--- src/rtl/spfs_map.svh ---
`ifndef SPFS_MAP_SVH
`define SPFS_MAP_SVH
// Register byte offsets on the bus
`define SPFS_OFF_PERIPHERAL_CONFIG_REG 6'h00
`define SPFS_OFF_GPEN 6'h04
`define SPFS_OFF_GPDIR 6'h08
`define SPFS_OFF_GPOUT 6'h0c
`define SPFS_OFF_GPIN 6'h10
`define SPFS_OFF_STATUS 6'h14
// Peripheral config field positions
`define SPFS_CFG_VP1 0
`define SPFS_CFG_AUD0 1
`define SPFS_CFG_BSP1 2
// Peripheral config reset: serial port 1 on, others off
`define SPFS_CFG_RESET 3'h4
// Status field positions
`define SPFS_ST_PCI 0
`define SPFS_ST_ETHER 1
`define SPFS_ST_ETHER_EFF 2
`define SPFS_ST_LATCHED 3
`define SPFS_ST_UP_VIDEO 4
`define SPFS_ST_UP_AUDIO 5
`define SPFS_ST_LOW_BSP 6
// Shared pad positions in the general I/O bank
`define SPFS_GP_DIV4 1
`define SPFS_GP_DIV6 2
`define SPFS_GP_DAC 8
`define SPFS_GP_PCI_LO 9
`define SPFS_GP_PCI_HI 15
// Video port 1 pad ranges
`define SPFS_VP_UP_LO 12
`define SPFS_VP_UP_HI 19
`define SPFS_VP_LOW_LO 2
`define SPFS_VP_LOW_HI 8
// Strap settle cycles after reset release
`define SPFS_STRAP_SETTLE 2'h3
`endif

--- src/rtl/spfs_pkg.sv ---
package spfs_pkg;
  // Strap capture sequence
  typedef enum logic [1:0] {
    SPFS_STRAP_WAIT = 2'b00,
    SPFS_STRAP_HOLD = 2'b01
  } spfs_strap_state_t;

  // Registered state of the pin selector, apart from the ether flop, strap capture and synchronisers
  typedef struct packed {
    logic ack;
    logic [31:0] dat;
    logic [2:0] cfg;
    logic [15:0] gen;
    logic [15:0] gdir;
    logic [15:0] gout;
    logic [15:0] gin;
    logic [15:0] gp_o;
    logic [15:0] gp_oe;
    logic [19:0] vp_o;
    logic [19:0] vp_oe;
    logic [19:0] video_in;
    logic [7:0] audio_in;
    logic [6:0] bsp_in;
    logic [6:0] pci_in;
    logic pci_ded_oe;
  } spfs_state_t;
endpackage : spfs_pkg

--- src/rtl/spfs_pin_mux.sv ---
// Notes on behaviour
// - Strap pads latch at reset, one owner
// - Clock pads default divided clocks until enabled
// - GPIO direction: 0 input, 1 driven output
// - DAC default; GPIO 8 needs PCI off
// - GPIO 15:9 need PCI off and enable
// - PCI off holds dedicated PCI pads hi-Z
// - Upper video pads idle after reset
// - Audio enable routes audio data upper pads
// - Video enable gives all pads to video
// - Lower pads default serial port 1
// - PCI and ether straps sampled at reset
// - PCI defaults off; ether ignored under PCI
//
// Local design decisions: the register addresses and the Wishbone interface to the registers.
`include "spfs_map.svh"
module spfs_pin_mux (
  // Clock and reset
  input wire logic clk_i,
  input wire logic reset_i,
  // Wishbone slave
  input wire logic wb_cyc_i,
  input wire logic wb_stb_i,
  input wire logic wb_we_i,
  input wire logic [5:0] wb_adr_i,
  input wire logic [3:0] wb_sel_i,
  input wire logic [31:0] wb_dat_i,
  output logic [31:0] wb_dat_o,
  output logic wb_ack_o,
  // Strap pads
  input wire logic pci_strap_pad_i,
  input wire logic ether_strap_pad_i,
  output logic ether_strap_enable_o,
  // Internal clock and DAC sources
  input wire logic cpu_div4_clock_out_i,
  input wire logic cpu_div6_clock_out_i,
  input wire logic vcxo_dac_out_i,
  // General I/O bank pads
  input wire logic [15:0] general_io_bank_pad_i,
  output logic [15:0] general_io_bank_pad_o,
  output logic [15:0] general_io_bank_pad_oe_o,
  // PCI core side of shared and dedicated pads
  input wire logic [6:0] pci_shared_out_i,
  input wire logic [6:0] pci_shared_oe_i,
  output logic [6:0] pci_shared_in_o,
  input wire logic pci_dedicated_oe_i,
  output logic pci_dedicated_oe_o,
  // Video port 1 data pads
  input wire logic [19:0] video_port1_data_pad_i,
  output logic [19:0] video_port1_data_pad_o,
  output logic [19:0] video_port1_data_pad_oe_o,
  // Video port 1 core
  input wire logic [19:0] video_port1_data_out_i,
  input wire logic [19:0] video_port1_data_oe_i,
  output logic [19:0] video_port1_data_o,
  // Audio port 0 serial data core
  input wire logic [7:0] audio_port0_serial_data_out_i,
  input wire logic [7:0] audio_port0_serial_data_oe_i,
  output logic [7:0] audio_port0_serial_data_o,
  // Serial port 1 core, index 0 on pad 2 up to index 6 on pad 8
  input wire logic [6:0] bsp1_out_i,
  input wire logic [6:0] bsp1_oe_i,
  output logic [6:0] bsp1_in_o
);
  import spfs_pkg::*;

  ////////////////////////////////////////////////////////////////////////
  // Helpers

  // Byte-lane merge of a 16-bit register
  function automatic logic [15:0] merge16(input logic [15:0] old, input logic [31:0] d, input logic [3:0] sel);
    merge16 = old;
    if (sel[0]) begin
      merge16[7:0] = d[7:0];
    end
    if (sel[1]) begin
      merge16[15:8] = d[15:8];
    end
  endfunction : merge16

  // True when GPIO owns a bank pad
  function automatic logic gpio_owns(input int idx, input logic en, input logic pci);
    if (idx >= `SPFS_GP_DAC) begin
      gpio_owns = en & ~pci;
    end else begin
      gpio_owns = en;
    end
  endfunction : gpio_owns

  // Lane of a PCI-shared bank pad
  function automatic logic [2:0] pci_lane(input int idx);
    pci_lane = 3'(idx - `SPFS_GP_PCI_LO);
  endfunction : pci_lane

  ////////////////////////////////////////////////////////////////////////
  // Synchronisers and strap capture

  logic [1:0] strap_sync; // Straps after two flops
  logic [15:0] gp_sync; // Bank pads after two flops
  logic [19:0] vp_sync; // Video pads after two flops
  logic pci_en; // Latched PCI strap
  logic ether_strap_enable; // Latched ether strap
  logic straps_latched; // Capture done

  // Straps pass two flops before capture
  spfs_sync #(.W(2)) u_strap_sync (
    .clk_i(clk_i),
    .reset_i(reset_i),
    .async_i({ether_strap_pad_i, pci_strap_pad_i}),
    .sync_o(strap_sync)
  );

  // Pad levels pass two flops before use
  spfs_sync #(.W(36)) u_pad_sync (
    .clk_i(clk_i),
    .reset_i(reset_i),
    .async_i({video_port1_data_pad_i, general_io_bank_pad_i}),
    .sync_o({vp_sync, gp_sync})
  );

  // One-shot capture of the synced straps
  spfs_strap_latch u_strap (
    .clk_i(clk_i),
    .reset_i(reset_i),
    .pci_strap_i(strap_sync[0]),
    .ether_strap_i(strap_sync[1]),
    .pci_enable_o(pci_en),
    .ether_strap_enable_o(ether_strap_enable),
    .latched_o(straps_latched)
  );

  ////////////////////////////////////////////////////////////////////////
  // Next state

  spfs_state_t st; // Registered state
  spfs_state_t next_st; // Next state
  logic req; // Bus request present
  logic up_video; // Video owns upper pads
  logic up_audio; // Audio owns upper pads
  logic low_bsp; // Serial port 1 owns lower pads
  logic mac_eff; // Ether enable in effect
  logic [31:0] status; // Status word

  // Ownership of video port 1 pads
  always_comb begin
    up_video = st.cfg[`SPFS_CFG_VP1];
    up_audio = st.cfg[`SPFS_CFG_AUD0] & ~st.cfg[`SPFS_CFG_VP1];
    low_bsp = st.cfg[`SPFS_CFG_BSP1] & ~st.cfg[`SPFS_CFG_VP1];
    mac_eff = ether_strap_enable & ~pci_en;
    // Status word from live ownership
    status = 32'h0;
    status[`SPFS_ST_PCI] = pci_en;
    status[`SPFS_ST_ETHER] = ether_strap_enable;
    status[`SPFS_ST_ETHER_EFF] = mac_eff;
    status[`SPFS_ST_LATCHED] = straps_latched;
    status[`SPFS_ST_UP_VIDEO] = up_video;
    status[`SPFS_ST_UP_AUDIO] = up_audio;
    status[`SPFS_ST_LOW_BSP] = low_bsp;
  end

  // Bus, registers and pad routing
  always_comb begin
    next_st = st;
    req = wb_cyc_i & wb_stb_i;
    // One-cycle ack, dropped the cycle after
    next_st.ack = req & ~st.ack;
    // Read data prepared with the ack
    if (req & ~st.ack) begin
      // Decode the register being read
      if (wb_adr_i == `SPFS_OFF_PERIPHERAL_CONFIG_REG) begin
        next_st.dat = {29'h0, st.cfg};
      end else if (wb_adr_i == `SPFS_OFF_GPEN) begin
        next_st.dat = {16'h0, st.gen};
      end else if (wb_adr_i == `SPFS_OFF_GPDIR) begin
        next_st.dat = {16'h0, st.gdir};
      end else if (wb_adr_i == `SPFS_OFF_GPOUT) begin
        next_st.dat = {16'h0, st.gout};
      end else if (wb_adr_i == `SPFS_OFF_GPIN) begin
        next_st.dat = {16'h0, st.gin};
      end else if (wb_adr_i == `SPFS_OFF_STATUS) begin
        next_st.dat = status;
      end else begin
        // Unmapped reads as zero
        next_st.dat = 32'h0;
      end
    end else begin
      next_st.dat = 32'h0;
    end
    // Writes land on the acked edge
    if (req & st.ack & wb_we_i) begin
      if (wb_adr_i == `SPFS_OFF_PERIPHERAL_CONFIG_REG) begin
        // Config takes the low lane only
        if (wb_sel_i[0]) begin
          next_st.cfg = wb_dat_i[2:0];
        end
      end else if (wb_adr_i == `SPFS_OFF_GPEN) begin
        // Bank registers take both low lanes
        next_st.gen = merge16(st.gen, wb_dat_i, wb_sel_i);
      end else if (wb_adr_i == `SPFS_OFF_GPDIR) begin
        next_st.gdir = merge16(st.gdir, wb_dat_i, wb_sel_i);
      end else if (wb_adr_i == `SPFS_OFF_GPOUT) begin
        next_st.gout = merge16(st.gout, wb_dat_i, wb_sel_i);
      end else begin
        // Read-only and unmapped writes ignored
        next_st.gout = st.gout;
      end
    end
    // GPIO input capture
    next_st.gin = gp_sync;
    // General I/O bank pads
    for (int i = 0; i < 16; i++) begin
      // Software owner first, then defaults
      if (gpio_owns(i, st.gen[i], pci_en)) begin
        next_st.gp_o[i] = st.gout[i];
        next_st.gp_oe[i] = st.gdir[i];
      end else if (i == `SPFS_GP_DIV4) begin
        next_st.gp_o[i] = cpu_div4_clock_out_i;
        next_st.gp_oe[i] = 1'b1;
      end else if (i == `SPFS_GP_DIV6) begin
        next_st.gp_o[i] = cpu_div6_clock_out_i;
        next_st.gp_oe[i] = 1'b1;
      end else if (i == `SPFS_GP_DAC) begin
        next_st.gp_o[i] = vcxo_dac_out_i;
        next_st.gp_oe[i] = 1'b1;
      end else if (i >= `SPFS_GP_PCI_LO && pci_en) begin
        next_st.gp_o[i] = pci_shared_out_i[pci_lane(i)];
        next_st.gp_oe[i] = pci_shared_oe_i[pci_lane(i)];
      end else begin
        // No function: pad floats
        next_st.gp_o[i] = 1'b0;
        next_st.gp_oe[i] = 1'b0;
      end
    end
    // PCI sees its pads only when strapped on
    next_st.pci_in = pci_en ? gp_sync[`SPFS_GP_PCI_HI:`SPFS_GP_PCI_LO] : 7'h0;
    // Dedicated PCI pads tied off while strap is 0
    next_st.pci_ded_oe = pci_en & pci_dedicated_oe_i;
    // Video port 1 pads
    if (up_video) begin
      next_st.vp_o = video_port1_data_out_i;
      next_st.vp_oe = video_port1_data_oe_i;
    end else begin
      next_st.vp_o = 20'h0;
      next_st.vp_oe = 20'h0;
      // Upper pads to audio when enabled
      if (up_audio) begin
        next_st.vp_o[`SPFS_VP_UP_HI:`SPFS_VP_UP_LO] = audio_port0_serial_data_out_i;
        next_st.vp_oe[`SPFS_VP_UP_HI:`SPFS_VP_UP_LO] = audio_port0_serial_data_oe_i;
      end
      // Lower pads to serial port 1
      if (low_bsp) begin
        next_st.vp_o[`SPFS_VP_LOW_HI:`SPFS_VP_LOW_LO] = bsp1_out_i;
        next_st.vp_oe[`SPFS_VP_LOW_HI:`SPFS_VP_LOW_LO] = bsp1_oe_i;
      end
    end
    // Pad levels reach only the owner
    next_st.video_in = up_video ? vp_sync : 20'h0;
    next_st.audio_in = up_audio ? vp_sync[`SPFS_VP_UP_HI:`SPFS_VP_UP_LO] : 8'h0;
    next_st.bsp_in = low_bsp ? vp_sync[`SPFS_VP_LOW_HI:`SPFS_VP_LOW_LO] : 7'h0;
  end

  ////////////////////////////////////////////////////////////////////////
  // State register

  // Reset clears every pad drive; from the first edge after, clock pads on dividers, upper video pads idle, lower on serial port 1
  always_ff @(posedge clk_i or posedge reset_i) begin
    if (reset_i) begin
      st <= '0;
      st.cfg <= `SPFS_CFG_RESET;
    end else begin
      st <= next_st;
    end
  end

  ////////////////////////////////////////////////////////////////////////
  // Outputs

  logic ether_q; // Registered effective ether enable

  // Ether enable output flop
  always_ff @(posedge clk_i or posedge reset_i) begin
    if (reset_i) begin
      ether_q <= 1'b0;
    end else begin
      ether_q <= mac_eff;
    end
  end

  // Every port below comes from a flop
  assign wb_ack_o = st.ack;
  assign wb_dat_o = st.dat;
  assign ether_strap_enable_o = ether_q;
  assign general_io_bank_pad_o = st.gp_o;
  assign general_io_bank_pad_oe_o = st.gp_oe;
  assign pci_shared_in_o = st.pci_in;
  assign pci_dedicated_oe_o = st.pci_ded_oe;
  assign video_port1_data_pad_o = st.vp_o;
  assign video_port1_data_pad_oe_o = st.vp_oe;
  assign video_port1_data_o = st.video_in;
  assign audio_port0_serial_data_o = st.audio_in;
  assign bsp1_in_o = st.bsp_in;
endmodule : spfs_pin_mux

--- src/rtl/spfs_strap_latch.sv ---
`include "spfs_map.svh"
module spfs_strap_latch (
  // Clock and reset
  input wire logic clk_i,
  input wire logic reset_i,
  // Synchronised strap levels
  input wire logic pci_strap_i,
  input wire logic ether_strap_i,
  // Latched values
  output logic pci_enable_o,
  output logic ether_strap_enable_o,
  output logic latched_o
);
  import spfs_pkg::*;

  // Capture sequence state
  typedef struct packed {
    spfs_strap_state_t fsm;
    logic [1:0] cnt;
    logic pci;
    logic mac;
  } spfs_latch_t;

  spfs_latch_t st;
  spfs_latch_t next_st;

  // Wait for the synchroniser to fill, then capture once
  always_comb begin
    next_st = st;
    case (st.fsm)
      SPFS_STRAP_WAIT: begin
        if (st.cnt == `SPFS_STRAP_SETTLE) begin
          next_st.pci = pci_strap_i;
          next_st.mac = ether_strap_i;
          next_st.fsm = SPFS_STRAP_HOLD;
        end else begin
          next_st.cnt = st.cnt + 2'h1;
        end
      end
      // Held until the next reset
      SPFS_STRAP_HOLD: begin
        next_st = st;
      end
      default: begin
        next_st.fsm = SPFS_STRAP_WAIT;
      end
    endcase
  end

  // Reset: PCI off, ether off until captured
  always_ff @(posedge clk_i or posedge reset_i) begin
    if (reset_i) begin
      st <= '{fsm: SPFS_STRAP_WAIT, cnt: 2'h0, pci: 1'b0, mac: 1'b0};
    end else begin
      st <= next_st;
    end
  end

  assign pci_enable_o = st.pci;
  assign ether_strap_enable_o = st.mac;
  assign latched_o = (st.fsm == SPFS_STRAP_HOLD);
endmodule : spfs_strap_latch

--- src/rtl/spfs_sync.sv ---
module spfs_sync #(
  parameter int W = 1
) (
  // Clock and reset
  input wire logic clk_i,
  input wire logic reset_i,
  // Asynchronous in, synchronous out
  input wire logic [W-1:0] async_i,
  output logic [W-1:0] sync_o
);
  import spfs_pkg::*;

  // Two flop stages
  typedef struct packed {
    logic [W-1:0] meta;
    logic [W-1:0] stable;
  } spfs_sync_t;

  spfs_sync_t st;
  spfs_sync_t next_st;

  // First stage feeds only the second stage
  always_comb begin
    next_st.meta = async_i;
    next_st.stable = st.meta;
  end

  // Register both stages
  always_ff @(posedge clk_i or posedge reset_i) begin
    if (reset_i) begin
      st <= '0;
    end else begin
      st <= next_st;
    end
  end

  assign sync_o = st.stable;
endmodule : spfs_sync

--- config.mk ---
export PLATFORM = sky130hd
export DESIGN_NAME = spfs_pin_mux
export DESIGN_NICKNAME = d
export VERILOG_FILES = /design/src/rtl/spfs_pkg.sv /design/src/rtl/spfs_pin_mux.sv /design/src/rtl/spfs_strap_latch.sv /design/src/rtl/spfs_sync.sv
export VERILOG_INCLUDE_DIRS = /design/src /design/src/rtl
export SDC_FILE = /design/constraint.sdc
export NUM_CORES = 1
export LEC_CHECK = 0
export ABC_CLOCK_PERIOD_IN_PS = 11100
export BUFFER_PORTS_ARGS = -buffer_cell sky130_fd_sc_hd__buf_4
export CAP_MARGIN = 5
export CORE_ASPECT_RATIO = 0.7
export CORE_UTILIZATION = 50
export DETAILED_ROUTE_END_ITERATION = 16
export PLACE_DENSITY = 0.87
export SLEW_MARGIN = 5
export SYNTH_ARGS = -nofsm -noshare
export SYNTH_HDL_FRONTEND = slang
export SYNTH_HIERARCHICAL = 1
export SYNTH_SLANG_ARGS = --single-unit
--- constraint.sdc ---
create_clock -name clk_i -period 11.1 [get_ports clk_i]
set_clock_uncertainty 0.2 [all_clocks]
set_input_delay 1.665 -clock clk_i [delete_from_list [all_inputs] [get_ports clk_i]]
set_output_delay 1.665 -clock clk_i [all_outputs]
set_load 0.01 [all_outputs]
==> flow_metrics.env, run 1 <==
export IMPL_coreArea_mm2=0.02081
export IMPL_crit_end="st[132]"
export IMPL_rsz0062_at_grt="no"
export IMPL_required_ps=11300
export IMPL_gp_congestion=0.7951
export IMPL_slew_violations=0
export IMPL_cpMaxStageDelayCell="and3_1"
export IMPL_grt_overflow=0
export IMPL_crit_arrival_ps=3720
export IMPL_grt_first_pass_wirelength_um=33900
export IMPL_wl_per_cell_um=18.66
export IMPL_place_area_mm2=0.01203
export IMPL_avgViaCountPerCell=5.001
export IMPL_start_util_pct=51.21
export IMPL_drc=0
export IMPL_final_area_mm2=0.01293
export IMPL_yosysTopAreaCell="dfrtp_1"
export IMPL_drive_above_1_share_pct=43.80
export IMPL_grt_total_usage_pct=20.68
export IMPL_avgSynthCellArea_um2=13.84
export IMPL_dp_hpwl_um=15780
export IMPL_antenna_found_initial=2
export IMPL_layout_common_cells="buf_4, dfrtp_1, and2_1"
export IMPL_synth_async_reset_ratio_pct=100.0
export IMPL_synth_area_mm2=0.01066
export IMPL_nNetsFinal=1100
export IMPL_clock_sinks=281
export IMPL_io_buffers=287
export IMPL_path_cells="buf_4 -> nor3_1 -> and3_1 -> nand2_1 -> mux2_2"
export IMPL_drt_total_wl_um=22770
export IMPL_synthCells=770
export IMPL_final_common_cell="buf_4"
export IMPL_cp_start_kind="input pin"
export IMPL_timing_fmax_mhz=284.4
export IMPL_cts_htree_levels=1
export IMPL_synth_top_cells_by_area="dfrtp_1, buf_4, mux2_2"
export IMPL_ys_seq_area_share_pct=66.00
export IMPL_powerDensity_mw_per_mm2=160.5
export IMPL_drt_iter0_markers=339
export IMPL_cts_tree="built"
export IMPL_vias=6101
export IMPL_reg2reg_slack_ps=8230
export IMPL_hold_viol=0
export IMPL_synth_edf_count=0
export IMPL_ys_flop_type="dfrtp_1"
export IMPL_hp_class="reg2reg"
export IMPL_worstPathMaxFanout=15
export IMPL_drv_cap=0
export IMPL_netlist_cell_type_count=45
export IMPL_max_stage_delay_ps=650
export IMPL_cp_depth=5
export IMPL_row_count=44
export IMPL_postCtsSetupBuffers=0
export IMPL_nFillCells=1572
export IMPL_whs_ps=140.5
export IMPL_postCtsHoldBufs=0
export IMPL_vdd_ir_drop_worst_mv=0.1333
export IMPL_numCtsBuffers=26
export IMPL_finalPower_mw=2.075
export IMPL_clock_path_buffers=3
export IMPL_relSlewSlack_pct=22.91
export IMPL_tns_ps=0
export IMPL_critical_path_class="in2reg"
export IMPL_die_width_um=176.5
export IMPL_leakagePower_nw=6.601
export IMPL_drt_pre_antenna_iters=5
export IMPL_synth_top_cell_area_share_pct=65.75
export IMPL_clock_root_buffer="clkbuf_16"
export IMPL_crit_start="wb_adr_i[1]"
export IMPL_clk_transition_reported_paths_ps=60
export IMPL_status="complete, no violations"
export IMPL_finalSetupViolations=0
export IMPL_ys_seq_elements=281
export IMPL_ios=322
export IMPL_grt_max_degree=120
export IMPL_cts_resized=0
export IMPL_grt_pass1_vias=6093
export IMPL_fin_crit_sh_pct=31.68
export IMPL_die_h_um=124.1
export IMPL_area_delta_synth_final_pct=21.31
export IMPL_die_area_mm2=0.02191
export IMPL_r2r_end="wb_dat_o[5]"
export IMPL_reg2reg_depth=4
export IMPL_ys_warn_count=6
export IMPL_tightest_slew_ps=1140
export IMPL_cp_end_kind="flip-flop"
export IMPL_cp_top_family="simple AND/OR/NAND/NOR gates"
export IMPL_clk_latency_ps=520
export IMPL_period_minus_slack_ps=3516
export IMPL_ant_nets=0
export IMPL_cp_num_buf_inv=1
export IMPL_reg2reg_from="st[179]"
==> cell families after synthesis <==
| logic type | after synthesis | synth area share [%] |
|---|---|---|
| xor+xnor | 1 | 0.08220 |
| flops | 281 | 66.00 |
| fa+ha+maj | 1 | 0.1174 |
| buf+inv | 189 | 11.93 |
| mux | 64 | 7.256 |
| compound gates | 95 | 6.998 |
| simple gates | 138 | 7.585 |
| other cells | 1 | 0.03519 |
==> layer usage <==
layer / GRT usage, % / share of wire (%)
met2: 32.52 / 47
met5: 0 / 0.053
met3: 4.701 / 7.8
met4: 7.058 / 2.7
met1: 28.59 / 42
==> per-stage QoR <==
step           setup WS, ps  cells  utilization (%)
5_1_grt                7458   1219            62.11
4_1_cts                7633   1219            62.11
3_3_place_gp           7101   1174            57.83
3_5_place_dp           7076   1174            57.83
6_report               7584   1220            62.12
2_1_floorplan          3783    785                -
==> area by class of cell <==
cell class / count / area [µm²] / area share (%)
Tap cell: 276 / 345.3 / 2.671
Clock inverter: 6 / 80.08 / 0.6194
Inverter: 11 / 50.05 / 0.3871
Sequential cell: 281 / 7034 / 54.41
Timing Repair Buffer: 291 / 2185 / 16.90
Antenna cell: 1 / 2.502 / 0.01936
Clock buffer: 39 / 810.8 / 6.272
Multi-Input combinational cell: 315 / 2420 / 18.72
==> sequential cells by signal (all words and copies together), names as in the netlist <==
name	flops
video_port1_data_pad_o	20
general_io_bank_pad_o	16
pci_shared_in_o	7
u_strap_sync/sync_o	2
general_io_bank_pad_oe_o	16
audio_port0_serial_data_o	8
wb_ack_o	1
u_pad_sync/sync_o	36
ether_strap_enable_o	1
u_pad_sync/next_st	36
u_strap/st	3
pci_dedicated_oe_o	1
wb_dat_o	16
video_port1_data_o	20
u_strap/ether_strap_enable_o	1
st	67
bsp1_in_o	7
u_strap/pci_enable_o	1
u_strap_sync/next_st	2
video_port1_data_pad_oe_o	20
==> cells in the mapped netlist, drive strengths merged, types with 2 or more instances <==
| library cell | instances |
|---|---|
| and2 | 65 |
| a2111oi | 2 |
| clkbuf | 27 |
| dfrtp | 280 |
| nor3 | 3 |
| a221oi | 12 |
| o22ai | 2 |
| o21ai | 13 |
| or4 | 2 |
| buf | 151 |
| nor2b | 14 |
| nand2 | 31 |
| mux2 | 63 |
| nand2b | 7 |
| a22o | 44 |
| a211oi | 12 |
| inv | 11 |
| or2 | 2 |
| a21oi | 5 |
| nor2 | 7 |
==> worst min-delay path by stage <==
stage | startpoint | to | slack [ps] | cells after the start
3_3_place_gp | u_pad_sync/next_st[29] | u_pad_sync/sync_o[29] | 130 | 0
3_5_place_dp | u_pad_sync/sync_o[0] | st[115] | 130 | 0
6_report | u_pad_sync/next_st[7] | u_pad_sync/sync_o[7] | 140 | 0
2_1_floorplan | u_pad_sync/sync_o[0] | st[115] | 130 | 0
5_1_grt | u_pad_sync/next_st[35] | u_pad_sync/sync_o[35] | 150 | 0
4_1_cts | u_pad_sync/next_st[7] | u_pad_sync/sync_o[7] | 140 | 0
==> report_power, final <==
group	switching, mW	internal [mW]
Clock	0.357	0.547
Combinational	0.0556	0.0544
Sequential	0.0109	1.05
(Power assumes the default switching activity.)
==> run 2: changes to the inputs <==
Settings changed: ABC_CLOCK_PERIOD_IN_PS 11100 to 3300.
Clock period 11.1 ns to 3.3 ns, I/O delays scaled along.
==> flow_metrics.env, run 2 (synthesized netlist as in run 1, its figures left out) <==
export IMPL_status="complete, no violations"
export IMPL_vdd_ir_drop_worst_mv=0.4886
export IMPL_reg2reg_from="wb_ack_o"
export IMPL_wl_per_cell_um=18.49
export IMPL_clock_root_buffer="clkbuf_16"
export IMPL_nNetsFinal=1229
export IMPL_grt_overflow=0
export IMPL_drv_cap=0
export IMPL_postCtsSetupBuffers=0
export IMPL_crit_end="st[166]"
export IMPL_ant_nets=0
export IMPL_cts_tree="built"
export IMPL_io_buffers=287
export IMPL_hold_viol=0
export IMPL_slew_violations=0
export IMPL_dp_hpwl_um=16230
export IMPL_rsz0062_at_grt="no"
export IMPL_drive_above_1_share_pct=39.05
export IMPL_drc=0
export IMPL_numCtsBuffers=27
export IMPL_top_register="st"
export IMPL_finalSetupViolations=0
export IMPL_die_h_um=124.1
export IMPL_row_count=44
export IMPL_crit_start="wb_ack_o"
export IMPL_drt_total_wl_um=24970
export IMPL_place_area_mm2=0.01213
export IMPL_cp_start_kind="flip-flop"
export IMPL_hp_class="in2reg"
export IMPL_die_width_um=176.5
export IMPL_worstPathMaxFanout=8
export IMPL_die_area_mm2=0.02191
export IMPL_clk_transition_reported_paths_ps=60
export IMPL_clock_path_buffers=3
export IMPL_ios=322
export IMPL_timing_fmax_mhz=451.8
export IMPL_cts_htree_levels=1
export IMPL_tns_ps=0
export IMPL_required_ps=3510
export IMPL_area_delta_synth_final_pct=33.76
export IMPL_avgViaCountPerCell=4.919
export IMPL_period_minus_slack_ps=2213
export IMPL_drt_pre_antenna_iters=4
export IMPL_tightest_slew_ps=671.2
export IMPL_hp_start="bsp1_out_i[1]"
export IMPL_powerDensity_mw_per_mm2=506.4
export IMPL_vias=6640
export IMPL_grt_pass1_vias=6967
export IMPL_critical_path_class="reg2reg"
export IMPL_reg2reg_depth=3
export IMPL_layout_common_cells="buf_4, dfrtp_1, dlygate4sd3_1"
export IMPL_drt_iter0_markers=462
export IMPL_nFillCells=1424
export IMPL_grt_max_degree=64
export IMPL_reg2reg_slack_ps=1090
export IMPL_start_util_pct=51.21
export IMPL_r2r_end="st[166]"
export IMPL_grt_total_usage_pct=22.88
export IMPL_seq_area_mm2=0.007034
export IMPL_grt_first_pass_wirelength_um=37810
export IMPL_largest_reg_flops=67
export IMPL_final_common_cell="buf_4"
export IMPL_gp_congestion=0.8559
export IMPL_final_util_pct=68.49
export IMPL_crit_arrival_ps=2430
export IMPL_multi_input_area_mm2=0.002417
export IMPL_clock_sinks=281
export IMPL_clk_latency_ps=540
export IMPL_fin_crit_sh_pct=67.07
export IMPL_leakagePower_nw=7.215
export IMPL_coreArea_mm2=0.02081
export IMPL_antenna_found_initial=1
export IMPL_final_area_mm2=0.01425
export IMPL_relSlewSlack_pct=55.26
export IMPL_cp_end_kind="flip-flop"
-- run 2: worst min path at each step --
stage | slack [ps] | cells past startpoint | endpoint
2_1_floorplan | 60 | 1 | u_strap_sync/next_st[0]
3_3_place_gp | 130 | 0 | u_pad_sync/sync_o[34]
3_5_place_dp | 130 | 0 | u_pad_sync/sync_o[12]
4_1_cts | 0.7 | 2 | video_port1_data_pad_oe_o[14]
5_1_grt | 0.9 | 2 | video_port1_data_pad_o[3]
6_report | 5 | 2 | video_port1_data_pad_o[3]
-- run 2: area by class of cell --
cell class / count / area share (%)
diodes: 1 / 0.01756
clock buffers: 40 / 5.574
clock inverters: 7 / 0.9129
inverters: 11 / 0.3248
multi-input cells: 315 / 16.96
flip-flops and latches: 281 / 49.35
well taps: 276 / 2.423
repair buffers: 419 / 24.44
-- run 2: worst max-delay path, cell delays in order, from the launching register on --
cell and delay (ps):
dfrtp_1 400, nand4_1 210, or4_1 860, mux2_4 410
-- run 2: timing repair --
item / in CTS / in global routing
endpoints found under the hold margin: 163 / 1
hold buffers: 119 / 1
setup endpoints to repair: 0 / 0
gates resized for setup: 0 / 0
-- run 2: per-stage QoR --
| stage | instances | setup slack [ps] | hold WS (ps) | power, mW |
|---|---|---|---|---|
| finish | 1350 | 1087 | 4.707 | 7.218 |
| global route | 1350 | 1043 | 0.8890 | 7.474 |
| CTS | 1348 | 1097 | 0.7449 | 7.260 |
| detailed placement | 1182 | 585.7 | 134.7 | 4.011 |
| global placement | 1182 | 645.2 | 132.3 | 3.996 |
| floorplan | 785 | 17.48 | 61.08 | 3.801 |
-- run 2: report_power, final --
group | total (mW) | internal (mW) | switching (mW) | leakage, nW
sequential | 3.57 | 3.53 | 0.0351 | 3.64
combinational | 0.482 | 0.269 | 0.213 | 3.13
clock | 3.17 | 1.90 | 1.27 | 0.447
total | 7.22 | 5.70 | 1.52 | 7.21
-- run 2: per-layer routing --
| metal | vias to the layer above | part of all wire, % | GRT usage [%] |
|---|---|---|---|
| met5 | - | 0 | 0 |
| met4 | 0 | 2.9 | 7.543 |
| met3 | 57 | 6.5 | 5.067 |
| met2 | 252 | 49 | 38.36 |
| met1 | 3337 | 42 | 29.81 |
| li1 | 2994 | - | - |
==> run 3: changes to the inputs <==
Settings changed: ABC_CLOCK_PERIOD_IN_PS 3300 to 2000, CORE_UTILIZATION 50 to 46, PLACE_DENSITY 0.87 to 0.84.
Clock period 3.3 ns to 2 ns, I/O delays scaled along.
==> flow_metrics.env, run 3 (synthesized netlist as in run 1, its figures left out) <==
export IMPL_place_area_mm2=0.01233
export IMPL_period_minus_slack_ps=1928
export IMPL_clk_latency_ps=540
export IMPL_cts_tree="built"
export IMPL_clk_transition_reported_paths_ps=60
export IMPL_tns_ps=0
export IMPL_required_ps=2270
export IMPL_dp_hpwl_um=17380
export IMPL_final_util_pct=65.01
export IMPL_reg2reg_slack_ps=70
export IMPL_stdcell_count=1427
export IMPL_pre_cts_slack_ps=-147.6
export IMPL_worstPathMaxFanout=21
export IMPL_largest_reg_flops=67
export IMPL_grt_overflow=0
export IMPL_die_h_um=129.3
export IMPL_area_delta_synth_final_pct=38.35
export IMPL_grt_max_degree=70
export IMPL_whs_ps=23.98
export IMPL_powerDensity_mw_per_mm2=825.2
export IMPL_finalPower_mw=12.17
export IMPL_drv_cap=0
export IMPL_status="complete, no violations"
export IMPL_io_buffers=287
export IMPL_clock_path_buffers=3
export IMPL_drt_pre_antenna_iters=8
export IMPL_vias=6833
export IMPL_avgViaCountPerCell=4.788
export IMPL_ios=322
export IMPL_layout_common_cells="buf_4, dfrtp_1, dlygate4sd3_1"
export IMPL_numCtsBuffers=28
export IMPL_start_util_pct=46.99
export IMPL_crit_start="st[181]"
export IMPL_diodes=0
export IMPL_dp_cells=1232
export IMPL_wl_per_cell_um=18.52
export IMPL_nNetsFinal=1267
export IMPL_drc=0
export IMPL_cp_num_buf_inv=2
export IMPL_drt_total_wl_um=26430
export IMPL_ant_nets=0
export IMPL_crit_arrival_ps=2190
export IMPL_coreArea_mm2=0.02268
export IMPL_die_width_um=183.9
export IMPL_cp_end_kind="flip-flop"
export IMPL_cp_top_family="buffers and inverters"
export IMPL_grt_first_pass_wirelength_um=40630
export IMPL_cp_start_kind="flip-flop"
export IMPL_clock_root_buffer="clkbuf_16"
export IMPL_max_stage_delay_ps=540
export IMPL_timing_fmax_mhz=518.6
export IMPL_grt_total_usage_pct=22.55
export IMPL_top_register="st"
export IMPL_cts_htree_levels=1
export IMPL_fin_ws_ps=71.76
export IMPL_row_count=46
export IMPL_clock_sinks=281
export IMPL_grt_pass1_vias=7387
export IMPL_hp_class="in2async"
export IMPL_critical_path_class="reg2reg"
export IMPL_path_cells="nor2b_2 -> buf_8 -> a22o_1 -> dlygate4sd3_1"
export IMPL_vdd_ir_drop_worst_mv=0.6553
export IMPL_die_area_mm2=0.02379
export IMPL_antenna_found_initial=0
export IMPL_cpMaxStageDelayCell="dlygate4sd3_1"
export IMPL_hold_viol=0
export IMPL_drive_above_1_share_pct=39.37
export IMPL_gp_congestion=0.8545
export IMPL_final_area_mm2=0.01474
export IMPL_rsz0062_at_grt="no"
export IMPL_reg2reg_from="st[181]"
export IMPL_leakagePower_nw=7.421
export IMPL_final_common_cell="buf_4"
export IMPL_fin_crit_sh_pct=96.41
export IMPL_slew_violations=0
export IMPL_finalSetupViolations=0
export IMPL_drt_iter0_markers=369
export IMPL_postCtsSetupBuffers=0
run 3: changes by cell type in the layout (fill, tap and decap cells not counted), sizes merged:
cell         delta
buf            +14
dlygate4sd3    +23
clkinvlp        +2
clkinv          +5
bufinv          +1
clkbuf          -3
diode           -1
run 3: area by class of cell:
type / instances / area, µm²
Clock buffer: 37 / 764.5
Timing Repair Buffer: 456 / 3884
Sequential cell: 281 / 7034
Clock inverter: 15 / 201.4
Multi-Input combinational cell: 315 / 2420
Inverter: 11 / 48.80
Fill cell: 1691 / 7934
Tap cell: 312 / 390.4
run 3: layer usage:
layer | vias to the layer above | global-route usage [%] | routed length (µm)
met3 | 57 | 5.902 | 2275
met1 | 3410 | 29.83 | 10900
met2 | 291 | 36.68 | 12580
met4 | 0 | 7.157 | 674
met5 | - | 0 | 0
li1 | 3075 | - | -
run 3: worst paths after layout:
path	cells past startpoint	end
worst max-delay path	4	video_port1_data_pad_oe_o[7]
worst min-delay path	3	u_strap_sync/next_st[1]
worst min register to register	0	u_pad_sync/sync_o[27]
worst max register to register	4	video_port1_data_pad_oe_o[7]
max in group asynchronous	4	st[181]
min in group clk_i	4	wb_dat_o[0]
run 3: worst reg2reg max path: cells and delay by family, from the launching register on:
| family | cells | cell delay (ps) |
|---|---|---|
| DFF | 1 | 530 |
| AOI/OAI and AO/OA | 1 | 190 |
| and+or+nand+nor | 1 | 180 |
| buffers and inverters | 2 | 750 |
run 3: power breakdown:
| part | internal, mW | total (mW) | switching, mW | leakage [nW] |
|---|---|---|---|---|
| Sequential | 5.82 | 5.88 | 0.0593 | 3.64 |
| Combinational | 0.485 | 0.855 | 0.370 | 3.32 |
| Clock | 3.23 | 5.43 | 2.20 | 0.466 |
run 3: what timing repair did:
item,4_1_cts,5_1_grt
endpoints found under the hold margin,427,0
endpoints found under the setup margin,0,24
gates resized for setup,0,4
hold buffers,143,0
